## src/verilog/stb_pkg.sv

```systemverilog
// Package with constants and carrier types for the symbol timestamp and backoff unit.
package stb_pkg;
  localparam int          SLOT_SYMBOLS    = 20;
  localparam int          SLOT_TIME_US    = 320;
  localparam int          CLOCK_MHZ       = 10;
  localparam int          SYMBOL_CYCLES   = (SLOT_TIME_US * CLOCK_MHZ) / SLOT_SYMBOLS;
  localparam logic [15:0] NETWORK_ID_ANY  = 16'hFFFF;
  localparam logic [31:0] STAMP_RESET     = 32'h0000_0000;
  localparam int          IRQ_COUNT       = 5;
  localparam int          IRQ_CMP1        = 0;
  localparam int          IRQ_CMP2        = 1;
  localparam int          IRQ_CMP3        = 2;
  localparam int          IRQ_OVERFLOW    = 3;
  localparam int          IRQ_BACKOFF     = 4;
  localparam logic [4:0]  IRQ_RESET       = 5'h00;

  // Frame events from the radio receive path.
  typedef struct packed {
    logic        sfdDone;
    logic        frameEnd;
    logic        fcsValid;
    logic        isBeacon;
    logic [15:0] srcNetworkId;
  } stb_rx_t;

  // Settings of one compare unit.
  typedef struct packed {
    logic        relative;
    logic [31:0] value;
  } stb_cmp_t;
endpackage : stb_pkg

```

## src/verilog/stb_backoff.sv

```systemverilog
// Backoff slot counter that pulses once every slot while the transceiver clock runs and the radio is awake.
`timescale 1ns/1ns
module stb_backoff #(
  parameter int SYMBOL_CYCLES = stb_pkg::SYMBOL_CYCLES,
  parameter int SLOT_SYMBOLS  = stb_pkg::SLOT_SYMBOLS
) (
  input  wire logic clock,
  input  wire logic arst_n,
  input  wire logic enable,
  input  wire logic restart,
  output logic      slotPulse
);
  initial begin
    if (SYMBOL_CYCLES < 1 || SLOT_SYMBOLS < 1 || SYMBOL_CYCLES > 65535 || SLOT_SYMBOLS > 255) begin
      $error("stb_backoff: counts out of range");
    end
  end

  typedef struct packed {
    logic [15:0] cyc;
    logic [7:0]  sym;
    logic        pulse;
  } stb_bo_state_t;

  stb_bo_state_t state;
  stb_bo_state_t next_state;

  // Counts only while enabled; a stopped clock or sleeping transceiver freezes and clears it.
  always_comb begin
    next_state = state;
    next_state.pulse = 1'b0;
    if (!enable || restart) begin
      next_state.cyc = 16'h0000;
      next_state.sym = 8'h00;
    end else if (state.cyc == 16'(SYMBOL_CYCLES - 1)) begin
      next_state.cyc = 16'h0000;
      if (state.sym == 8'(SLOT_SYMBOLS - 1)) begin
        next_state.sym = 8'h00;
        next_state.pulse = 1'b1;
      end else begin
        next_state.sym = state.sym + 8'h01;
      end
    end else begin
      next_state.cyc = state.cyc + 16'h0001;
    end
  end

  always_ff @(posedge clock or negedge arst_n) begin
    if (!arst_n) begin
      state <= '0;
    end else begin
      state <= next_state;
    end
  end

  assign slotPulse = state.pulse;

  a_slot_spacing: assert property (@(posedge clock) disable iff (!arst_n)
    slotPulse |=> !slotPulse) else $error("slot pulse longer than one cycle");
  a_no_pulse_off: assert property (@(posedge clock) disable iff (!arst_n)
    !enable |=> !slotPulse) else $error("slot pulse while disabled");
endmodule : stb_backoff

```

## src/verilog/stb_timestamp_unit.sv

```systemverilog
// Symbol counter timing events: compares, frame and beacon stamps, backoff slots, flags and wake.
`timescale 1ns/1ns
// Overview of operation
// - A flag clears itself when its interrupt handler is entered.
// - Writing one to a flag bit clears it; zero leaves it.
// - Every counter event raises a wake request, in any sleep state.
// - Backoff counter advances only while the transceiver clock runs.
// - Transceiver off or asleep keeps the backoff counter disabled.
// - Backoff counter interrupts every 20 symbols, that is 320 microseconds.
// - Frame stamp takes the counter value when the delimiter completes.
// - Frame stamp is valid from one receive start to the next.
// - Frame stamps are taken even for frames with bad check sequence.
// - Receive end copies frame stamp to beacon stamp for matching valid beacons.
// - Beacon stamp holds until a new beacon or manual capture.
// - Manual capture bit stores the current counter in the beacon stamp.
// - Absolute compare matches when counter equals the compare value.
// - Relative compare matches when counter equals compare plus beacon stamp.
// - Events always set flags; only unmasked flags raise the interrupt.
// - The manual capture bit returns to zero by itself.
module stb_timestamp_unit #(
  parameter int SYMBOL_CYCLES = stb_pkg::SYMBOL_CYCLES
) (
  input  wire logic                 clock,
  input  wire logic                 arst_n,
  input  wire logic [31:0]          symbol_count_value,
  input  wire logic                 counterOverflow,
  input  wire logic                 stampEnable,
  input  wire stb_pkg::stb_rx_t     rxIn,
  input  wire logic [7:0]           network_id_low,
  input  wire logic [7:0]           network_id_high,
  input  wire stb_pkg::stb_cmp_t    compare_value_one,
  input  wire stb_pkg::stb_cmp_t    compare_value_two,
  input  wire stb_pkg::stb_cmp_t    compare_value_three,
  input  wire logic                 manual_beacon_capture_bit,
  input  wire logic                 syncRestart,
  input  wire logic                 trxClockRunning,
  input  wire logic                 trxAwake,
  input  wire logic [4:0]           counter_irq_mask,
  input  wire logic [4:0]           flagClearWrite,
  input  wire logic [4:0]           handlerEntered,
  output logic [4:0]                irqStatus,
  output logic                      irqRequest,
  output logic                      wakeRequest,
  output logic [31:0]               frameStamp,
  output logic [31:0]               beacon_stamp_reg,
  output logic                      manualCapturePending
);
  // The backoff divider is sixteen bits wide, so longer symbols cannot be served.
  initial begin
    if (SYMBOL_CYCLES < 1 || SYMBOL_CYCLES > 65535) begin
      $error("stb_timestamp_unit: SYMBOL_CYCLES out of range");
    end
  end

  // Inputs from the radio clock domain pass two flops before use.
  // The frame fields are levels held steady around the frame end strobe,
  // so they ride the same two flops and line up with the synchronised strobe.
  typedef struct packed {
    logic [1:0] sfd1;
    logic [1:0] end1;
    logic [1:0] clk1;
    logic [1:0] awk1;
    logic [1:0] fcs1;
    logic [1:0] bcn1;
    logic [1:0][15:0] src1;
    logic       sfdLast;
    logic       endLast;
    logic [4:0] flags;
    logic       irq;
    logic       wake;
    logic [31:0] frame;
    logic [31:0] beacon;
    logic       manual;
  } stb_state_t;

  stb_state_t state;
  stb_state_t next_state;
  logic       slotPulse;
  logic [4:0] events;
  logic       sfdRise;
  logic       endRise;
  logic       idMatch;
  logic       beaconCopy;

  // Compare match for one unit, absolute or relative to the beacon stamp.
  // The relative sum wraps at thirty-two bits, just as the symbol counter does.
  function automatic logic cmp_hit(input stb_pkg::stb_cmp_t c, input logic [31:0] cnt, input logic [31:0] base);
    logic [31:0] target;
    target = c.relative ? 32'(c.value + base) : c.value;
    return cnt == target;
  endfunction : cmp_hit

  // The slot counter runs only with the transceiver clock up and the radio awake.
  stb_backoff #(
    .SYMBOL_CYCLES (SYMBOL_CYCLES),
    .SLOT_SYMBOLS  (stb_pkg::SLOT_SYMBOLS)
  ) u_backoff (
    .clock     (clock),
    .arst_n    (arst_n),
    .enable    (state.clk1[1] & state.awk1[1]),
    .restart   (syncRestart),
    .slotPulse (slotPulse)
  );

  // Event detection from the synchronised strobes and the compare units.
  always_comb begin
    sfdRise = state.sfd1[1] & ~state.sfdLast;
    endRise = state.end1[1] & ~state.endLast;
    idMatch = (state.src1[1] == {network_id_high, network_id_low}) ||
              ({network_id_high, network_id_low} == stb_pkg::NETWORK_ID_ANY);
    // Only an intact beacon from the expected network is copied into the beacon stamp.
    beaconCopy = stampEnable && endRise && state.bcn1[1] && state.fcs1[1] && idMatch;
    // Compare events are levels; a frozen counter keeps a unit matching every cycle.
    events = 5'h00;
    events[stb_pkg::IRQ_CMP1]     = cmp_hit(compare_value_one, symbol_count_value, state.beacon);
    events[stb_pkg::IRQ_CMP2]     = cmp_hit(compare_value_two, symbol_count_value, state.beacon);
    events[stb_pkg::IRQ_CMP3]     = cmp_hit(compare_value_three, symbol_count_value, state.beacon);
    events[stb_pkg::IRQ_OVERFLOW] = counterOverflow;
    events[stb_pkg::IRQ_BACKOFF]  = slotPulse;
  end

  // Next state: flags with set winning over clear, stamps and capture bit.
  always_comb begin
    next_state = state;
    next_state.sfd1 = {state.sfd1[0], rxIn.sfdDone};
    next_state.end1 = {state.end1[0], rxIn.frameEnd};
    next_state.clk1 = {state.clk1[0], trxClockRunning};
    next_state.awk1 = {state.awk1[0], trxAwake};
    next_state.sfdLast = state.sfd1[1];
    next_state.endLast = state.end1[1];
    // Level fields of the frame pass the same two flops as the frame end strobe.
    next_state.fcs1 = {state.fcs1[0], rxIn.fcsValid};
    next_state.bcn1 = {state.bcn1[0], rxIn.isBeacon};
    next_state.src1 = {state.src1[0], rxIn.srcNetworkId};
    // A set in the same cycle as a clear keeps the flag, so no event is lost.
    next_state.flags = (state.flags & ~(flagClearWrite | handlerEntered)) | events;
    next_state.irq = |(next_state.flags & counter_irq_mask);
    next_state.wake = |events;
    // Stamp on every delimiter while stamping is enabled, checks on the frame body do not gate it.
    if (stampEnable && sfdRise) begin
      next_state.frame = symbol_count_value;
    end
    if (beaconCopy) begin
      next_state.beacon = state.frame;
    end
    // Manual capture takes precedence; the bit self-clears after one use.
    next_state.manual = 1'b0;
    if (manual_beacon_capture_bit) begin
      next_state.beacon = symbol_count_value;
    end
  end

  // One register holds all state apart from the backoff counter; reset clears every flag, stamp and synchroniser.
  always_ff @(posedge clock or negedge arst_n) begin
    if (!arst_n) begin
      state <= '0;
    end else begin
      state <= next_state;
    end
  end

  // Outputs come straight from the state register, so they never glitch.
  assign irqStatus            = state.flags;
  assign irqRequest           = state.irq;
  assign wakeRequest          = state.wake;
  assign frameStamp           = state.frame;
  assign beacon_stamp_reg     = state.beacon;
  assign manualCapturePending = state.manual;

  // Flags: set wins, clears land one cycle later, and the mask gates only the request.
  a_flag_set_wins: assert property (@(posedge clock) disable iff (!arst_n)
    events[0] |=> irqStatus[0]) else $error("compare one event lost");
  a_flag_clear: assert property (@(posedge clock) disable iff (!arst_n)
    (flagClearWrite[3] && !events[3]) |=> !irqStatus[3]) else $error("overflow flag not cleared");
  a_handler_clear: assert property (@(posedge clock) disable iff (!arst_n)
    (handlerEntered[1] && !events[1]) |=> !irqStatus[1]) else $error("handler did not clear flag");
  a_wake_event: assert property (@(posedge clock) disable iff (!arst_n)
    (|events) |=> wakeRequest) else $error("no wake on event");
  a_wake_quiet: assert property (@(posedge clock) disable iff (!arst_n)
    !(|events) |=> !wakeRequest) else $error("wake without event");
  a_irq_masked: assert property (@(posedge clock) disable iff (!arst_n)
    irqRequest |-> |(irqStatus & counter_irq_mask)) else $error("interrupt without unmasked flag");
  a_irq_unmasked: assert property (@(posedge clock) disable iff (!arst_n)
    (|(irqStatus & counter_irq_mask) && $stable(counter_irq_mask)) |-> irqRequest) else $error("unmasked flag silent");
  a_flag_sticky: assert property (@(posedge clock) disable iff (!arst_n)
    (irqStatus[2] && !flagClearWrite[2] && !handlerEntered[2]) |=> irqStatus[2]) else $error("flag lost");
  a_no_false_flag: assert property (@(posedge clock) disable iff (!arst_n)
    (!irqStatus[3] && !events[3]) |=> !irqStatus[3]) else $error("flag without event");
  a_backoff_flag: assert property (@(posedge clock) disable iff (!arst_n)
    slotPulse |=> irqStatus[4]) else $error("backoff flag missing");

  // Compare units, worked out here apart from the shared match function.
  a_compare_abs: assert property (@(posedge clock) disable iff (!arst_n)
    (!compare_value_three.relative && symbol_count_value == compare_value_three.value) |=> irqStatus[2])
    else $error("absolute match missed");
  a_compare_rel: assert property (@(posedge clock) disable iff (!arst_n)
    (compare_value_two.relative && symbol_count_value == 32'(compare_value_two.value + beacon_stamp_reg))
    |=> irqStatus[1]) else $error("relative match missed");

  // Stamps move only at their own strobes or at a manual capture.
  a_manual_capture: assert property (@(posedge clock) disable iff (!arst_n)
    manual_beacon_capture_bit |=> beacon_stamp_reg == $past(symbol_count_value)) else $error("manual capture wrong");
  a_frame_stamp: assert property (@(posedge clock) disable iff (!arst_n)
    (stampEnable && sfdRise) |=> frameStamp == $past(symbol_count_value)) else $error("frame stamp wrong");
  a_frame_hold: assert property (@(posedge clock) disable iff (!arst_n)
    !(stampEnable && sfdRise) |=> $stable(frameStamp)) else $error("frame stamp moved");
  a_beacon_hold: assert property (@(posedge clock) disable iff (!arst_n)
    (!manual_beacon_capture_bit && !endRise) |=> $stable(beacon_stamp_reg)) else $error("beacon stamp moved");
  a_beacon_copy: assert property (@(posedge clock) disable iff (!arst_n)
    (beaconCopy && !manual_beacon_capture_bit) |=> beacon_stamp_reg == $past(frameStamp)) else $error("copy wrong");
  a_beacon_refused: assert property (@(posedge clock) disable iff (!arst_n)
    (!beaconCopy && !manual_beacon_capture_bit) |=> $stable(beacon_stamp_reg)) else $error("copy not refused");
  a_stamp_off: assert property (@(posedge clock) disable iff (!arst_n)
    (!stampEnable && !manual_beacon_capture_bit) |=> $stable(beacon_stamp_reg)) else $error("copy while off");
  a_capture_clears: assert property (@(posedge clock) disable iff (!arst_n)
    manual_beacon_capture_bit |=> !manualCapturePending) else $error("capture bit stuck");

  // Main scenarios that the bench is expected to reach.
  c_beacon_copy: cover property (@(posedge clock) disable iff (!arst_n) beaconCopy);
  c_manual_capture: cover property (@(posedge clock) disable iff (!arst_n) manual_beacon_capture_bit);
  c_relative_hit: cover property (@(posedge clock) disable iff (!arst_n) compare_value_two.relative && events[1]);
  c_backoff_slot: cover property (@(posedge clock) disable iff (!arst_n) slotPulse);
  c_set_and_clear: cover property (@(posedge clock) disable iff (!arst_n) events[4] && flagClearWrite[4]);
endmodule : stb_timestamp_unit

```

## config.mk

```make
export PLATFORM = sky130hd
export DESIGN_NAME = stb_timestamp_unit
export DESIGN_NICKNAME = d
export VERILOG_FILES = /design/src/verilog/stb_pkg.sv /design/src/verilog/stb_backoff.sv /design/src/verilog/stb_timestamp_unit.sv
export SDC_FILE = /design/constraint.sdc
export NUM_CORES = 1
export LEC_CHECK = 0
export BUFFER_PORTS_ARGS = -buffer_cell sky130_fd_sc_hd__buf_2
export CORE_UTILIZATION = 50
export CTS_CLUSTER_DIAMETER = 40
export CTS_CLUSTER_SIZE = 40
export DETAILED_ROUTE_END_ITERATION = 7
export PLACE_DENSITY_LB_ADDON = 0.08
export SETUP_SLACK_MARGIN = 0.5
export SKIP_CTS_REPAIR_TIMING = 1
export SYNTH_ARGS = -nofsm -noshare
export SYNTH_HDL_FRONTEND = slang
export SYNTH_HIERARCHICAL = 1
export SYNTH_SLANG_ARGS = --single-unit
```

## constraint.sdc

```tcl
create_clock -name clock -period 3.4 [get_ports clock]
set_input_delay 0.34 -clock clock [delete_from_list [all_inputs] [get_ports clock]]
set_output_delay 0.34 -clock clock [all_outputs]
set_load 0.02 [all_outputs]
```

==> flow_summary.ini <==
[synth]
synth_common_cells = a21oi_1, nand2_1, dfrtp_1, nor2_1, xnor2_1
syn_area_mm2 = 0.0150
syn_nets = 2146
synth_top_area_share_pct = 23.6
ys_async_sr_fraction_pct = 100
synth.avg_cell_area_um2 = 8.09
synth_edf_count = 0
yosys_warnings = 6
ys_ff_latch = 142
synth_cell_types = 103
netlist_instances = 1858
synthTopCellsByArea = dfrtp_1, ha_1, xnor2_1, xor2_1, a21oi_1
synth.most_common_cell = a21oi_1
synth_largest_area_cell = dfrtp_1
yosysSeqAreaShare_pct = 23.6
synthFlopType = dfrtp_1

[pwr]
p_sw_uw = 3820
peakVddDrop_mv = 0.502
p_clk_share_pct = 20.9
p_seq_share_pct = 22.9
p_sw_share_pct = 42.7
power.leakage_uw = 0.00875
power_density_mw_per_mm2 = 459
p_comb_share_pct = 56.2
p_int_uw = 5130

[critical_path]
r2r-end = irqRequest
rrSetupSlack_ns = -0.31
cp_data_required_time_ns = 3.76
rr_startpoint = beacon_stamp_reg[0]
cp_slowest_cell = or4b_4
cp-end-kind = flip-flop
cp_data_arrival_time_ns = 4.07
startpoint_type = flip-flop
cp-endpoint = irqRequest
max_stage_delay_ns = 0.60
path_max_fanout = 6
crit_path_start = beacon_stamp_reg[0]
r2r_cells = 12
critical_path.cell_chain = ha_4 -> fa_2 -> a211oi_4 -> buf_4 -> o211ai_4 -> a21boi_4 -> o311ai_0 -> a211o_1 -> a311oi_2 -> o211ai_1 -> or4b_4 -> o221ai_2
crit_type = reg2reg

[cts]
cts_num_sinks = 142
cts_tree = yes
clk_pin_slew_worst_paths_ns = 0.07
max-clock-path-buffers = 2
clock_latency_ns = 0.44
htree_levels = 4
cts_buffers = 17
cts_root_buf = clkbuf_16

[global_routing]
antenna_found_initial = 3
grt_pass1_vias = 16500
grt_max_degree = 75
grt_pass1_wl_um = 94100
overflow = 0
grtUsageTotal_pct = 40.4

[routing]
drt_iter0_markers = 1525
ant_nets = 0
vias = 17000
routed_wl_um = 63500
dr.pass1.iters = 7
vias_per_cell = 6.25
wl_per_cell_um = 23.3
drc = 0

[sta]
fin_crit_ns = 3.71
finalMaxSlewViolations = 0
worst_slack_ns = -0.310
finClkSkew_ns = 0.0160
slew_headroom_pct = 38.1
final_hold_viol_count = 0
finalSetupViolCount = 5
fmax_mhz = 270
post-route-period-util_pct = 109
worst_hold_slack_ns = 0.0105
grt_setup_unrepaired = yes
worst-slew-pin-transition_ns = 0.926

[placed_design]
dpl_cell_area_mm2 = 0.0186
place_congestion = 1.03
pre_cts_ws_ns = -0.309
hpwl_um = 52000
port_buffers = 260

[final_layout]
nets = 2608
final_cell_area_mm2 = 0.0195
area_growth_pct = 29.8
drive_gt1_share_pct = 33.1
fill_cells = 2639

[hold_path]
min-delay-path-class = in2reg
hp-start = rxIn[6]

[floorplan]
rows = 63
dieArea_mm2 = 0.0308
die_height_um = 175
ios = 262
start_util_pct = 50.7
core_area_mm2 = 0.0296
die_x_um = 175

[job]
cap_viol_max_count = 0

[status]
violations = setup timing
run_status = finished, violations left
per-stage QoR:
step	utilization, %	TNS, ns	instances	total power [uW]
finish	65.8	-0.925	2725	8950
global route	65.8	-1.54	2725	9370
CTS	64.8	-0.949	2714	8730
detailed placement	62.8	-0.871	2682	6830
global placement	62.8	-0.810	2682	6790
floorplan	-	0	1858	4870
worst max-delay path, delay by kind of cell, from the launching register on:
family | cells | cell delay (ns)
flops | 1 | 0.46
simple gates | 1 | 0.60
compound gates | 8 | 1.84
buf+inv | 1 | 0.17
fa+ha+maj | 2 | 0.56
placed cells by master (no fill, tap or decap), types with 7 or more instances in the layout:
cell       count
o31ai_1       17
mux2i_1       45
mux2_2        31
buf_4        359
or3_1         11
ha_1          90
a21o_1        20
o21ai_1       15
nor2b_1        8
and2_1         9
nand3b_1       8
nand2b_1      19
nor3b_1        8
a21oi_1      157
o2111ai_1     12
a211oi_1       9
a211o_1        8
dfrtp_1      137
a31oi_1       14
nor2_1       142
a221oi_1      10
nor4_1        24
and4_1         7
nand3_1       42
and3_1        13
a22oi_1        7
inv_1         44
nand2_1      149
buf_2        259
a21oi_2        7
o221ai_1       9
o21ai_0       92
o21a_1        15
xnor2_1      108
nand4_1       60
clkbuf_16     17
xor2_1        93
nor3_1        52
o211ai_1      25
cell type report:
type                            count  area [um^2]  share of cell area, %
Inverter                           45          169                  0.866
Clock inverter                     14          153                  0.782
Tap cell                          390          488                   2.50
Timing Repair Buffer              629         4160                   21.3
Antenna cell                        2         5.00                 0.0257
Sequential cell                   142         3560                   18.2
Multi-Input combinational cell   1485        10500                   54.0
Clock buffer                       18          439                   2.25
worst min path at each step:
| stage | to | slack, ns | cells past startpoint |
|---|---|---|---|
| after floorplan | beacon_stamp_reg[0] | 0.04 | 0 |
| after global placement | state[96] | 0.33 | 0 |
| after detailed placement | state[113] | 0.33 | 0 |
| after CTS | beacon_stamp_reg[26] | -0.08 | 1 |
| after global routing | next_state[117] | 0.0008 | 1 |
| final | next_state[96] | 0.01 | 1 |
power groups by stage:
| stage | sequential (uW) | clock, uW | combinational (uW) |
|---|---|---|---|
| 5_1_grt | 2060 | 1950 | 5360 |
| 2_1_floorplan | 1980 | 0 | 2890 |
| 3_5_place_dp | 2070 | 0 | 4760 |
| 4_1_cts | 2040 | 1890 | 4800 |
| 3_3_place_gp | 2050 | 0 | 4730 |
| 6_report | 2050 | 1870 | 5030 |
logic make-up after synthesis:
family | count (synthesis) | synth area share [%]
compound gates | 513 | 22.8
xor+xnor | 203 | 11.8
fa+ha+maj | 98 | 8.31
buf+inv | 231 | 8.17
flops | 142 | 23.6
mux | 77 | 5.39
other cells | 1 | 0.0249
simple gates | 593 | 19.8
layer usage:
layer | track usage, % | up-vias | wire [um]
li1 | - | 7695 | -
met5 | 0 | - | 11
met1 | 49.8 | 8226 | 24800
met3 | 5.58 | 183 | 5020
met2 | 68.5 | 934 | 30200
met4 | 21.6 | 2 | 3470
No activity file was read; power rests on OpenSTA's default activity.
